**config.mk**
```make
export PLATFORM = sky130hd
export DESIGN_NAME = fpe_flash_cmd
export DESIGN_NICKNAME = d
export VERILOG_FILES = /design/src/fpe_pkg.sv /design/src/fpe_flash_cmd.sv
export VERILOG_INCLUDE_DIRS = /design/src
export SDC_FILE = /design/constraint.sdc
export NUM_CORES = 1
export LEC_CHECK = 0
export ABC_AREA = 1
export BUFFER_PORTS_ARGS = -buffer_cell sky130_fd_sc_hd__buf_2
export CELL_PAD_IN_SITES_DETAIL_PLACEMENT = 1
export CELL_PAD_IN_SITES_GLOBAL_PLACEMENT = 2
export CORE_ASPECT_RATIO = 1.5
export CORE_UTILIZATION = 32
export DETAILED_ROUTE_END_ITERATION = 6
export HOLD_SLACK_MARGIN = 0.03
export PLACE_DENSITY = 0.85
export SKIP_LAST_GASP = 1
export SYNTH_ARGS = -nofsm -noshare
export SYNTH_HDL_FRONTEND = slang
export SYNTH_SLANG_ARGS = --single-unit
```
**constraint.sdc**
```tcl
create_clock -name core_clk_i -period 3.24 [get_ports core_clk_i]
set_input_delay 0 -clock core_clk_i [delete_from_list [all_inputs] [get_ports core_clk_i]]
set_output_delay 0 -clock core_clk_i [all_outputs]
set_load 0.1 [all_outputs]
```
**src/fpe_cfg.svh**
```systemverilog
/*
 flash program/erase command block: offsets, codes, limits, timing counts.
 assumes inclusion by bare name from the design file.
*/
`ifndef FPE_CFG_SVH
`define FPE_CFG_SVH
// register word byte offsets (R0..R4 shadows, control, status, stack, md regs)
`define FPE_OFF_R0        8'h00
`define FPE_OFF_R1        8'h04
`define FPE_OFF_R2        8'h08
`define FPE_OFF_R3        8'h0C
`define FPE_OFF_R4        8'h10
`define FPE_OFF_CTRL      8'h14
`define FPE_OFF_STAT      8'h18
`define FPE_OFF_STACK     8'h1C
`define FPE_OFF_MDH       8'h20
`define FPE_OFF_MDL       8'h24
`define FPE_OFF_MDC       8'h28
`define FPE_OFF_TRIG      8'h2C
// ctrl bit positions
`define FPE_CTRL_MAP_BIT  0
`define FPE_CTRL_PROT_BIT 1
// opcodes
`define FPE_OP_SINGLE     12'h55A
`define FPE_OP_DOUBLE     12'hDD4
`define FPE_OP_BLOCK      12'hAA5
`define FPE_CMD_ERASE     16'hEEEE
`define FPE_CMD_PROT      16'hCCCC
`define FPE_CMD_STATUS    16'h7777
`define FPE_KEY_5555      16'h5555
`define FPE_KEY_3333      16'h3333
`define FPE_KEY_AAAA      16'hAAAA
// result codes
`define FPE_RC_OK         8'h00
`define FPE_RC_PROT       8'h01
`define FPE_RC_VPP        8'h02
`define FPE_RC_PROG_FAIL  8'h03
`define FPE_RC_ADDR       8'h04
`define FPE_RC_PERIOD     8'h05
`define FPE_RC_STACK      8'h06
`define FPE_RC_BANK       8'h07
`define FPE_RC_ERASE_FAIL 8'h08
`define FPE_RC_SRC        8'h09
`define FPE_RC_COUNT      8'h0A
`define FPE_RC_BAD        8'hFF
// limits
`define FPE_STACK_MIN     16'd50
`define FPE_SPAN_LIMIT    16'd16384
`define FPE_PERIOD_MIN    16'd30
`define FPE_PERIOD_MAX    16'd500
`define FPE_NUM_BANKS     4
`define FPE_RETRY_MAX     4'd4
// one cell operation step time in ns and the derived cycle count at 5 ns
`define FPE_STEP_NS       40
`define FPE_CLK_NS        5
`define FPE_STEP_CYC      ((`FPE_STEP_NS + `FPE_CLK_NS - 1) / `FPE_CLK_NS)
`endif

```
**src/fpe_pkg.sv**
```systemverilog
/*
 types of the flash program/erase command block.
 assumes fpe_cfg.svh is on the include path.
*/
package fpe_pkg;
    typedef enum logic [2:0] {FPE_K_NONE, FPE_K_SINGLE, FPE_K_DOUBLE, FPE_K_BLOCK,
                              FPE_K_ERASE, FPE_K_PROT, FPE_K_STATUS} fpe_kind_t;
    typedef struct packed {
        logic        req;
        logic        wr;
        logic [7:0]  addr;
        logic [31:0] wdata;
    } fpe_bus_req_t;
    typedef struct packed {
        logic        req;
        logic        wr;
        logic [23:0] addr;
        logic [31:0] wdata;
    } fpe_cell_req_t;
endpackage

```
**src/fpe_flash_cmd.sv**
```systemverilog
/*
 flash program/erase command sequencer with Avalon-MM register slave.
 assumes a flash cell port that answers with cell_ack_i/cell_ok_i, and software
 doing load R0..R4, unlock, read R0.
*/
// Our own choices: the register addresses and the Avalon-MM interface to the registers.
`timescale 1ns/10ps
`include "fpe_cfg.svh"
// Behaviour
// RULE1: four banks, each 32 bits wide; code programs 16-bit words at 2-byte address steps
// RULE2: banks 16K/48K/96K/96K, erased individually
// RULE3: protection blocks non-flash fetch reads
// RULE4: bank0 plus 16K maps segment 0 or 1
// RULE5: bank1 ranges depend on segment mapping
// RULE6: software loads, unlocks, then reads R0
// RULE7: unlock is direct then indirect write
// RULE8: unlock data equals even target address; code checks only for an even flash address
// RULE9: result code placed in R0
// RULE10: need 50 free stack words
// RULE11: multiply registers may be overwritten
// RULE12: validate, execute, verify with retries
// RULE13: opcode upper twelve bits, segment low nibble
// RULE14: R1 offset, R2 low, R3 high
// RULE15: erase keys, bank copies must match
// RULE16: protection set needs four key values
// RULE17: R4 carries cpu period in ns
// RULE18: block span zero to below 16384
// RULE19: source paged, span bound, page limits
// RULE20: flash source pages depend on mapping
// RULE21: 00h ok, FFh bad command
// RULE22: only back-to-back same even address unlock
module fpe_flash_cmd
    import fpe_pkg::*;
#(
    parameter int ADDR_W = 24
)(
    input  wire logic              core_clk_i,
    input  wire logic              rstn_i,
    input  wire logic [7:0]        avs_address_i,
    input  wire logic              avs_read_i,
    input  wire logic              avs_write_i,
    input  wire logic [31:0]       avs_writedata_i,
    output logic [31:0]            avs_readdata_o,
    output logic                   avs_waitrequest_o,
    input  wire logic              vpp_present_i,
    input  wire logic [ADDR_W-1:0] fetch_addr_i,
    input  wire logic              fetch_from_flash_i,
    output logic                   fetch_allow_o,
    output fpe_cell_req_t          cell_req_o,
    input  wire logic              cell_ack_i,
    input  wire logic              cell_ok_i,
    output logic                   busy_o
);
    typedef enum {S_IDLE, S_CHECK, S_RUN, S_WAIT, S_DONE} fpe_state_t;

    function automatic logic [1:0] bank_of(input logic [ADDR_W-1:0] a, input logic map1); // [RULE2] [RULE5]
        logic [1:0] b;
        b = 2'd3;
        if (a < 24'h020000)
        begin
            if (map1)
                b = (a < 24'h014000) ? 2'd0 : 2'd1;
            else
                b = (a < 24'h004000) ? 2'd0 : 2'd1;
        end
        else if (a < 24'h038000)
            b = 2'd2;
        return b;
    endfunction

    function automatic logic in_flash(input logic [ADDR_W-1:0] a, input logic map1); // [RULE4] [RULE5]
        logic r;
        r = 1'b0;
        if (map1)
            r = (a >= 24'h010000) && (a < 24'h050000);
        else
            r = (a < 24'h008000) || ((a >= 24'h018000) && (a < 24'h050000));
        return r;
    endfunction

    // base address of a bank, used as the cell address of whole-bank operations
    function automatic logic [23:0] bank_base(input logic [1:0] bk, input logic map1); // [RULE2] [RULE4]
        logic [23:0] r;
        r = 24'h038000;
        case (bk)
            2'd0:    r = map1 ? 24'h010000 : 24'h000000;
            2'd1:    r = map1 ? 24'h014000 : 24'h004000;
            2'd2:    r = 24'h020000;
            default: r = 24'h038000;
        endcase
        return r;
    endfunction

    logic [15:0] r0_q, r1_q, r2_q, r3_q, r4_q;
    logic [15:0] mdh_q, mdl_q, mdc_q;
    logic [15:0] stack_free_q;
    logic        map1_q, prot_q;
    logic        arm_q;
    logic [23:0] arm_addr_q;
    fpe_state_t  st_q;
    fpe_kind_t   kind_q;
    logic [7:0]  rc_q;
    logic [23:0] dst_q, dst_end_q;
    logic [15:0] src_q;
    logic [15:0] data_q;
    logic        hi_q;
    logic [3:0]  retry_q;
    logic [15:0] step_q;
    fpe_cell_req_t cell_q;
    logic [31:0] rdata_q;
    logic        rvalid_q;
    logic [2:0]  vpp_sync_q;
    logic        vpp_ok_q;

    wire         acc_rd = avs_read_i && !rvalid_q;
    wire         wr_go  = avs_write_i;
    wire         sw_cfg = wr_go && (st_q == S_IDLE);
    wire  [11:0] opc    = r0_q[15:4];
    wire  [23:0] tgt    = {4'h0, r0_q[3:0], r1_q};
    wire  [15:0] span   = r2_q - r1_q;
    wire  [15:0] trig_w = avs_writedata_i[15:0];
    wire  [5:0]  src_pg = 6'(r3_q[15:14]);
    wire         src_ok = map1_q ? !(src_pg < 6'd2) : 1'b1; // [RULE19] [RULE20]
    wire         trig   = sw_cfg && (avs_address_i == `FPE_OFF_TRIG) && !trig_w[0]
                          && (in_flash({8'h00, trig_w}, map1_q) || in_flash({8'h01, trig_w}, map1_q)); // [RULE7]
    // erase and protect address a bank base, never the key values in r1
    wire  [23:0] cell_addr = (kind_q == FPE_K_ERASE) ? bank_base(r2_q[1:0], map1_q)
                           : (kind_q == FPE_K_PROT) ? bank_base(2'd0, map1_q) : dst_q;

    assign avs_waitrequest_o = avs_read_i && !rvalid_q;
    assign avs_readdata_o    = rdata_q;
    assign busy_o            = (st_q != S_IDLE);
    assign cell_req_o        = cell_q;
    assign fetch_allow_o     = !prot_q || fetch_from_flash_i || !in_flash(fetch_addr_i, map1_q); // [RULE3]

    always_ff @(posedge core_clk_i or negedge rstn_i)
    begin
        if (!rstn_i)
        begin
            rdata_q  <= 32'h0;
            rvalid_q <= 1'b0;
        end
        else
        begin
            rvalid_q <= acc_rd;
            case (avs_address_i)
                `FPE_OFF_R0:    rdata_q <= {16'h0, r0_q};
                `FPE_OFF_R1:    rdata_q <= {16'h0, r1_q};
                `FPE_OFF_R2:    rdata_q <= {16'h0, r2_q};
                `FPE_OFF_R3:    rdata_q <= {16'h0, r3_q};
                `FPE_OFF_R4:    rdata_q <= {16'h0, r4_q};
                `FPE_OFF_CTRL:  rdata_q <= {30'h0, prot_q, map1_q};
                `FPE_OFF_STAT:  rdata_q <= {23'h0, busy_o, rc_q};
                `FPE_OFF_STACK: rdata_q <= {16'h0, stack_free_q};
                `FPE_OFF_MDH:   rdata_q <= {16'h0, mdh_q};
                `FPE_OFF_MDL:   rdata_q <= {16'h0, mdl_q};
                `FPE_OFF_MDC:   rdata_q <= {16'h0, mdc_q};
                default:        rdata_q <= 32'h0;
            endcase
        end
    end

    // vpp detect pin: three stages, level taken once the last two agree
    always_ff @(posedge core_clk_i or negedge rstn_i)
    begin
        if (!rstn_i)
        begin
            vpp_sync_q <= 3'h0;
            vpp_ok_q   <= 1'b0;
        end
        else
        begin
            vpp_sync_q <= {vpp_sync_q[1:0], vpp_present_i};
            if (vpp_sync_q[1] == vpp_sync_q[2])
                vpp_ok_q <= vpp_sync_q[1];
        end
    end

    // unlock pairing: first write arms, second must be next bus write, same address
    always_ff @(posedge core_clk_i or negedge rstn_i)
    begin
        if (!rstn_i)
        begin
            arm_q      <= 1'b0;
            arm_addr_q <= 24'h0;
        end
        else if (wr_go)
        begin
            arm_q      <= trig && !arm_q; // [RULE7] [RULE22]
            arm_addr_q <= {8'h00, trig_w};
        end
    end

    wire fire = trig && arm_q && (arm_addr_q == {8'h00, trig_w}); // [RULE8] [RULE22]

    always_ff @(posedge core_clk_i or negedge rstn_i)
    begin
        if (!rstn_i)
        begin
            r0_q <= 16'h0; r1_q <= 16'h0; r2_q <= 16'h0; r3_q <= 16'h0; r4_q <= 16'h0;
            mdh_q <= 16'h0; mdl_q <= 16'h0; mdc_q <= 16'h0;
            stack_free_q <= 16'h0;
            map1_q <= 1'b0; prot_q <= 1'b0;
            st_q <= S_IDLE; kind_q <= FPE_K_NONE; rc_q <= `FPE_RC_OK;
            dst_q <= 24'h0; dst_end_q <= 24'h0; src_q <= 16'h0; data_q <= 16'h0;
            hi_q <= 1'b0; retry_q <= 4'h0; step_q <= 16'h0;
            cell_q <= '0;
        end
        else
        begin
            if (sw_cfg && !fire) // [RULE6] [RULE17]
            begin
                case (avs_address_i)
                    `FPE_OFF_R0:    r0_q <= avs_writedata_i[15:0];
                    `FPE_OFF_R1:    r1_q <= avs_writedata_i[15:0];
                    `FPE_OFF_R2:    r2_q <= avs_writedata_i[15:0];
                    `FPE_OFF_R3:    r3_q <= avs_writedata_i[15:0];
                    `FPE_OFF_R4:    r4_q <= avs_writedata_i[15:0];
                    `FPE_OFF_CTRL:  map1_q <= avs_writedata_i[`FPE_CTRL_MAP_BIT];
                    `FPE_OFF_STACK: stack_free_q <= avs_writedata_i[15:0];
                    `FPE_OFF_MDH:   mdh_q <= avs_writedata_i[15:0];
                    `FPE_OFF_MDL:   mdl_q <= avs_writedata_i[15:0];
                    `FPE_OFF_MDC:   mdc_q <= avs_writedata_i[15:0];
                    default:        ;
                endcase
            end
            case (st_q)
                S_IDLE:
                    if (fire)
                        st_q <= S_CHECK;
                S_CHECK:
                begin // [RULE12] [RULE13] [RULE14] [RULE15] [RULE16]
                    st_q   <= S_DONE;
                    rc_q   <= `FPE_RC_OK;
                    dst_q  <= tgt;
                    data_q <= r2_q;
                    hi_q   <= 1'b0;
                    retry_q <= 4'h0;
                    src_q  <= r3_q;
                    kind_q <= FPE_K_NONE;
                    if (r0_q == `FPE_CMD_STATUS)
                        kind_q <= FPE_K_STATUS;
                    else if (r0_q == `FPE_CMD_ERASE && r1_q == `FPE_KEY_5555)
                        kind_q <= FPE_K_ERASE;
                    else if (r0_q == `FPE_CMD_PROT && r1_q == `FPE_KEY_5555 && r2_q == `FPE_KEY_3333
                             && r3_q == `FPE_KEY_AAAA)
                        kind_q <= FPE_K_PROT;
                    else if (opc == `FPE_OP_SINGLE)
                        kind_q <= FPE_K_SINGLE;
                    else if (opc == `FPE_OP_DOUBLE)
                        kind_q <= FPE_K_DOUBLE;
                    else if (opc == `FPE_OP_BLOCK)
                        kind_q <= FPE_K_BLOCK;
                    if (r0_q != `FPE_CMD_STATUS && !(r0_q == `FPE_CMD_ERASE && r1_q == `FPE_KEY_5555)
                        && !(r0_q == `FPE_CMD_PROT && r1_q == `FPE_KEY_5555 && r2_q == `FPE_KEY_3333
                             && r3_q == `FPE_KEY_AAAA)
                        && opc != `FPE_OP_SINGLE && opc != `FPE_OP_DOUBLE && opc != `FPE_OP_BLOCK)
                        rc_q <= `FPE_RC_BAD; // [RULE21]
                    else if (r4_q < `FPE_PERIOD_MIN || r4_q > `FPE_PERIOD_MAX)
                        rc_q <= `FPE_RC_PERIOD;
                    else if (r0_q == `FPE_CMD_STATUS)
                        rc_q <= `FPE_RC_OK;
                    else if (stack_free_q < `FPE_STACK_MIN)
                        rc_q <= `FPE_RC_STACK; // [RULE10]
                    else if (!vpp_ok_q)
                        rc_q <= `FPE_RC_VPP;
                    else if (prot_q && r0_q != `FPE_CMD_PROT)
                        rc_q <= `FPE_RC_PROT;
                    else if (r0_q == `FPE_CMD_ERASE)
                    begin
                        if (r2_q != r3_q || r2_q >= 16'(`FPE_NUM_BANKS))
                            rc_q <= `FPE_RC_BANK;
                        else
                            st_q <= S_RUN;
                    end
                    else if (r0_q == `FPE_CMD_PROT)
                        st_q <= S_RUN;
                    else if (r1_q[0] || !in_flash(tgt, map1_q))
                        rc_q <= `FPE_RC_ADDR;
                    else if (opc == `FPE_OP_BLOCK && (r2_q[0] || r2_q < r1_q || span >= `FPE_SPAN_LIMIT))
                        rc_q <= `FPE_RC_COUNT; // [RULE18]
                    else if (opc == `FPE_OP_BLOCK && (!src_ok || 17'(r3_q) + 17'(span) >= 17'(`FPE_SPAN_LIMIT)))
                        rc_q <= `FPE_RC_SRC; // [RULE19]
                    else
                    begin
                        st_q <= S_RUN;
                        dst_end_q <= (opc == `FPE_OP_BLOCK) ? {4'h0, r0_q[3:0], r2_q} : tgt;
                    end
                end
                S_RUN:
                begin // [RULE1] [RULE11]
                    mdh_q <= 16'h0;
                    mdl_q <= 16'h0;
                    mdc_q <= 16'h0;
                    cell_q.req   <= 1'b1;
                    cell_q.wr    <= (kind_q != FPE_K_ERASE);
                    cell_q.addr  <= cell_addr;
                    cell_q.wdata <= (kind_q == FPE_K_BLOCK) ? {8'h00, 4'h0, r0_q[3:0], src_q}
                                                             : {16'h0, (hi_q ? r3_q : data_q)};
                    step_q <= 16'(`FPE_STEP_CYC);
                    st_q   <= S_WAIT;
                end
                S_WAIT:
                begin
                    if (step_q != 16'h0)
                        step_q <= step_q - 16'h1;
                    if (cell_ack_i && step_q == 16'h0)
                    begin
                        cell_q.req <= 1'b0;
                        if (!cell_ok_i)
                        begin
                            retry_q <= retry_q + 4'h1; // [RULE12]
                            st_q    <= (retry_q == `FPE_RETRY_MAX) ? S_DONE : S_RUN;
                            if (retry_q == `FPE_RETRY_MAX)
                                rc_q <= (kind_q == FPE_K_ERASE) ? `FPE_RC_ERASE_FAIL : `FPE_RC_PROG_FAIL;
                        end
                        else if (kind_q == FPE_K_PROT)
                        begin
                            prot_q <= 1'b1;
                            st_q   <= S_DONE;
                        end
                        else if (kind_q == FPE_K_DOUBLE && !hi_q)
                        begin
                            hi_q <= 1'b1;
                            dst_q <= dst_q + 24'h2;
                            retry_q <= 4'h0;
                            st_q <= S_RUN;
                        end
                        else if (kind_q == FPE_K_BLOCK && dst_q != dst_end_q)
                        begin
                            dst_q <= dst_q + 24'h2;
                            src_q <= src_q + 16'h2;
                            retry_q <= 4'h0;
                            st_q <= S_RUN;
                        end
                        else
                            st_q <= S_DONE;
                    end
                end
                S_DONE:
                begin
                    r0_q <= {8'h00, rc_q}; // [RULE9] [RULE21]
                    if (kind_q == FPE_K_BLOCK)
                        r1_q <= dst_q[15:0];
                    st_q <= S_IDLE;
                end
                default:
                    st_q <= S_IDLE;
            endcase
        end
    end

endmodule // fpe_flash_cmd

```
# Yosys cells after proc, flatten, opt, wreduce, memory -nomap -nowiden
# Index checks and enable logic that the tools add are counted.
[word_totals] register_bits=398 latchBits=0 ramBits=0 rom_bits=0 input_bits=72 out_inout_bits=93 elab_cells=313 n_memories=0
[op_classes] add_sub_neg=6 mul=0 n_div=0 magnitude_cmp=18 eq_ne=54 n_shift=0 n_mux=109 n_bitwise=10 n_reduce_logical=85
[ops] op="two-way mux 16 bit" n=24
[ops] op="two-way mux 32 bit" n=12
[ops] op="one-hot mux 16 bit (11 select lines)" n=1
[ops] op="two-way mux 24 bit" n=7
[ops] op="one-hot mux 32 bit (4 select lines)" n=1
[ops] op="two-way mux 8 bit" n=10
[ops] op="equality test 32 x 2 -> 1 bit, second input constant" n=2
[ops] op="zero test 32 bit" n=2
[ops] op="one-hot mux 16 bit (2 select lines)" n=2
[ops] op="one-hot mux 18 bit (3 select lines)" n=1
[ops] op="equality test 16 bit, second input constant" n=3
[ops] op=">= comparator 24 x 17 -> 1 bit, second input constant" n=2
[ops] op="one-hot mux 24 bit (2 select lines)" n=1
[ops] op=">= comparator 20 x 17 -> 1 bit, second input constant" n=2
[ops] op="two-way mux 4 bit" n=10
[ops] op="two-way mux 17 bit" n=2
[ops] op="two-way mux 3 bit" n=11
[ops] op="equality test 16 x 15 -> 1 bit, second input constant" n=2
[ops] op="equality test 32 x 1 -> 1 bit, second input constant" n=1
[ops] op="equality test 32 x 3 -> 1 bit, second input constant" n=1
[ops] op="equality test 8 x 5 -> 1 bit, second input constant" n=4
[ops] op="equality test 8 x 6 -> 1 bit, second input constant" n=4
[ops] op="nonzero test 32 bit" n=1
[ops] op="logical AND 1 bit" n=28
[ops] op="60 further kinds" n=148

# Longest topological paths before layout
[depth] depth_word=25 depth_mapped=28 ltp_nobuf=28

# Worst setup path before layout
# OpenSTA, ideal clock, no wires.
[synth_timing] path_type="reg2out" start="register map1_q" end="output port fetch_allow_o" arrival_ns=3.953 required_time_ns=3.240 slack_ns=-0.713 stages_incl_launch_ff=3 n_path_buf=0 path_cell_list="dfrtp_1 inv_1 o311ai_0"
[synth_between] elab_chain_cells=3
[synth_rtl] item="start: declaration" line="fpe_flash_cmd.sv:97" rtl="logic map1_q, prot_q;"
[synth_rtl] item="start signal: assignment" line="fpe_flash_cmd.sv:219" rtl="`FPE_OFF_CTRL: map1_q <= avs_writedata_i[`FPE_CTRL_MAP_BIT];"
[synth_rtl] item="two-way mux 1 bit" line="fpe_flash_cmd.sv:74" rtl="if (map1)"
[synth_rtl] item="zero test 1 bit" line="fpe_flash_cmd.sv:134" rtl="assign fetch_allow_o = !prot_q || fetch_from_flash_i || !in_flash(fetch_addr_i, map1_q);"
[synth_rtl] item="logical OR 1 bit" line="fpe_flash_cmd.sv:134"
[synth_rtl] item="end: declaration" line="fpe_flash_cmd.sv:48" rtl="output logic fetch_allow_o,"
# No other way between the ends.

# Worst setup path after layout
[layout_timing] start="register r2_q[0]" end="register dst_end_q[3]"
[layout_between] elab_chain_cells=10 elab_cells_between_ends=22 cone_classes="add/sub: 2; order compare: 3; eq/ne: 1; bitwise: 3; reduce/logical: 13"
[layout_rtl] item="start: declaration" line="fpe_flash_cmd.sv:94" rtl="logic [15:0] r0_q, r1_q, r2_q, r3_q, r4_q;"
[layout_rtl] item="start signal: assignment" line="fpe_flash_cmd.sv:216" rtl="`FPE_OFF_R2: r2_q <= avs_writedata_i[15:0];"
[layout_rtl] item="parallel branches: the longest is 9 deep, another holds adder 16 x 16 -> 17 bit"
[layout_rtl] item="AND reduction 12 bit (no line) *"
[layout_rtl] item="end signal: assignment" line="fpe_flash_cmd.sv:287" rtl="dst_end_q <= (opc == `FPE_OP_BLOCK) ? {4'h0, r0_q[3:0], r2_q} : tgt;"
[layout_rtl] item="end: declaration" line="fpe_flash_cmd.sv:103" rtl="logic [23:0] dst_q, dst_end_q;"
# Every way passes the cells marked *.
# A chain may end at the register's enable or synchronous reset.

==> impl_metrics.csv <==
group,metric,value,unit
status,status,"finished with violations",
status,violations,"setup timing",
critical_path,crit_path_end,"dst_end_q[3]",
finish,syn_to_final_growth,22.69,%
clock_network,root_buffer,"clkbuf_16",
critical_path,startpoint,"r2_q[0]",
clock_network,clock_path_buffers,3,
place,dp_cells,3392,
die,fp.dieH,300.2,µm
yosys,yosys_register_bits,338,
yosys,syn_area_per_cell,7.722,µm²
finish,fin_cells,3522,
sta,tightest_slew,0.8482,ns
critical_path,crit_arrival,4.19,ns
finish,drive_above_1_share,0.1653,
power_and_ir_drop,switchingPower,3.151,mW
sta,fmax,269.8,MHz
place,dpl-instance-area,21140,µm²
yosys,ys_warn_count,0,
critical_path,rrSetupSlack,-0.47,ns
finish,diodes,0,
sta,rsz0062_at_grt,"true",
power_and_ir_drop,vdd_drop_max,0.3398,mV
global_route,grt_busiest_layer,"met2",
place,dp_slack,-0.5439,ns
power_and_ir_drop,power_frac_clock,0.408,
place,io_buffers,105,
die,start_util,0.3256,
die,die-area,60270,µm²
clock_network,cts_buffers,38,
routing,firstDrtPassIters,5,
power_and_ir_drop,switching_share,0.2967,
critical_path,ff2ff_path_depth,28,
critical_path,reg2reg_from,"r2_q[0]",
yosys,synth_cells,2456,
critical_path,rr_endpoint,"dst_end_q[3]",
place,gp_congestion,0.9499,
place,hpwl,59.32,mm
clock_network,htree_levels,2,
critical_path,path_common_cell,"nand2_1",
min_path,hp-class,"input pin to async pin",
routing,drtAntennaViolNets,0,
routing,routed_wl,77.86,mm
clock_network,cts.sinks,338,
power_and_ir_drop,p_leak,11.55,nW
critical_path,path_class,"register to register",
finish,nNetsFinal,2836,
job,max-cap-violations,0,
power_and_ir_drop,seqPwrFrac,0.417,
sta,layout_min_cycle_time,3.706,ns
routing,post_drt_via_cell_ratio,5.225,
yosys,seq_area_frac_synth,0.4460,
sta,slew_headroom,0.4345,
finish,largest_reg_flops,46,
global_route,antenna_found_initial,0,
global_route,grt_pass1_vias,19500,
die,rows,108,
power_and_ir_drop,p_comb_frac,0.175,
yosys,ys_types,66,
yosys,syn_area,18970,µm²
die,die_w,200.8,µm
clock_network,cts_tree,"done",
global_route,grtUsageMet3,0.02916,
sta,finalCritPeriodShare,1.144,
global_route,use_met2,0.4692,
routing,vias,18400,
die,core_area,58240,µm²
sta,finalHoldViolCount,0,
global_route,grt-ovfl-total,0,
power_and_ir_drop,p_per_area,456.3,nW/µm²
sta,final_max_slew_viol_count,0,
global_route,use_met1,0.3010,
routing,drt_iter0_drc,989,
finish,fin_area,23270,µm²
sta,finalSetupViolations,24,
routing,wl_per_cell,22.11,µm
routing,remaining_drc_errors,0,
clock_network,clock_latency,0.57,ns
clock_network,clkTransAtPathRegs,0.06,ns
critical_path,crit_path_top_delay_cell,"dfrtp_1",
die,top_level_ports,165,
power_and_ir_drop,intPower,7.468,mW
global_route,grt.total_usage,0.2593,
power_and_ir_drop,finalPower,10.62,mW
global_route,grt_max_degree,96,
sta,tns,-10.55,ns
global_route,grt_pass1_wl,118.5,mm
critical_path,end_kind,"register",
critical_path,worstPathRequired,3.72,ns
critical_path,critPathMaxStageDelay,0.39,ns
sta,worst_slack,-0.4659,ns
critical_path,cp_max_fo,5,
sta,skew,0.01754,ns
critical_path,critPathLaunchType,"register",
==> synthesized netlist by cell type (all sizes together) <==
cell type | n | share of area
nand2 | 695 | 0.14
o21ai | 339 | 0.093
dfrtp | 338 | 0.45
inv | 281 | 0.056
nor2 | 173 | 0.039
nand3 | 118 | 0.032
a21oi | 91 | 0.024
buf | 73 | 0.027
clkbuf | 45 | 0.0089
xor2 | 40 | 0.018
ha | 37 | 0.024
nand4 | 37 | 0.013
nor3 | 26 | 0.0085
o22ai | 23 | 0.0076
o31ai | 21 | 0.0083
xnor2 | 20 | 0.0092
a221oi | 19 | 0.0088
nor4 | 13 | 0.0051
a31oi | 11 | 0.0059
o2111ai | 6 | 0.0028
a32o | 5 | 0.0026
o211ai | 5 | 0.0020
or2 | 4 | 0.0013
a211oi | 3 | 0.0012
a22o | 3 | 0.0014
a22oi | 3 | 0.0012
a32oi | 3 | 0.0014
nor3b | 3 | 0.0012
and3 | 2 | 0.00066
clkinv | 2 | 0.00046
fa | 2 | 0.0021
o22a | 2 | 0.00092
o2bb2ai | 2 | 0.00092
a21boi | 1 | 0.00040
a31o | 1 | 0.00046
conb | 1 | 0.00020
maj3 | 1 | 0.00053
nand2b | 1 | 0.00033
nand3b | 1 | 0.00040
o21bai | 1 | 0.00040
o221ai | 1 | 0.00046
o311ai | 1 | 0.00046
o32a | 1 | 0.00053
or4 | 1 | 0.00040
==> critical path, delay by kind of cell (launching register included) <==
kind            cells  cell delay, ns
compound gates      5            0.61
xor+xnor            1            0.15
fa+ha+maj           3            0.78
buf+inv             6            0.63
flops               1            0.39
simple gates       13            1.03
==> how the worst min path moves through the flow <==
stage                       start              to  slack (ns)  cells past startpoint
finish                     rstn_i  cell_req_o[57]        0.08                      2
CTS                 vpp_present_i   vpp_sync_q[0]        0.06                      2
floorplan                  rstn_i   arm_addr_q[0]       -0.30                      0
detailed placement         rstn_i  cell_req_o[57]        0.11                      1
global route        vpp_present_i   vpp_sync_q[0]        0.10                      2
global placement           rstn_i  cell_req_o[57]        0.11                      1
==> metrics by stage <==
step,utilization,hold slack (ns)
after floorplan,-,-0.2956
after global placement,0.3629,0.1096
after detailed placement,0.3629,0.1102
after CTS,0.3966,0.05963
final,0.3995,0.07827
after global routing,0.3995,0.1037
==> cell type report <==
cell class                 instances  area [µm²]
fill                            7114       34970
sequential                       338        8458
multi-input combinational       1744        9076
tap                              770       963.4
inverter                         283        1075
clock inverter                    11       87.58
clock buffer                      56        1110
timing repair buffer             320        2499
==> power by group through the flow <==
stage	logic [mW]	clock network (mW)	registers, mW
final	1.86	4.33	4.43
after global routing	2.02	4.55	4.44
after CTS	1.80	4.41	4.42
after detailed placement	1.69	0	4.50
after global placement	1.66	0	4.49
after floorplan	0.919	0	4.49
==> repair_timing <==
| item | in CTS | in global routing |
|---|---|---|
| pin swaps | 2 | 9 |
| hold buffers | 48 | 0 |
| endpoints found under the setup margin | 24 | 24 |
| gates cloned | 5 | 1 |
| endpoints found under the hold margin | 219 | 0 |
| resized for setup | 20 | 26 |
| setup buffers | 7 | 2 |
==> logic make-up (layout without fill, tap and decap cells) <==
family          count (synthesis)  in the layout  synth area share
other cells                     1             28         0.0001977
buf+inv                       401            670           0.09262
fa+ha+maj                      40             40           0.02705
compound gates                542            542            0.1649
flops                         338            338            0.4460
simple gates                 1074           1074            0.2416
xor+xnor                       60             60           0.02771
==> layout by cell type, fill, tap and decap left out, types with 6 or more instances in the layout <==
master,n
nand2_1,668
dfrtp_1,338
inv_1,262
o21ai_0,259
buf_4,150
nor2_1,148
nand3_1,113
buf_2,104
a21oi_1,87
o21ai_1,60
dlygate4sd3_1,48
xor2_1,40
clkbuf_16,40
nand4_1,36
ha_1,32
conb_1,28
o22ai_1,23
o31ai_1,21
nor3_1,20
nor2_2,20
a221oi_1,19
xnor2_1,19
nand2_2,18
o21ai_2,17
inv_2,15
nor4_1,12
clkinv_2,10
clkbuf_1,10
nand2_4,9
buf_12,8
clkbuf_8,7
o2111ai_1,6
a31oi_1,6
==> layer usage <==
| metal | wire length, µm | part of all wire |
|---|---|---|
| met3 | 2507 | 0.032 |
| met4 | 4087 | 0.052 |
| met2 | 39780 | 0.51 |
| met5 | 0 | 0 |
| met1 | 31480 | 0.40 |
No activity file was read; power rests on OpenSTA's default activity.
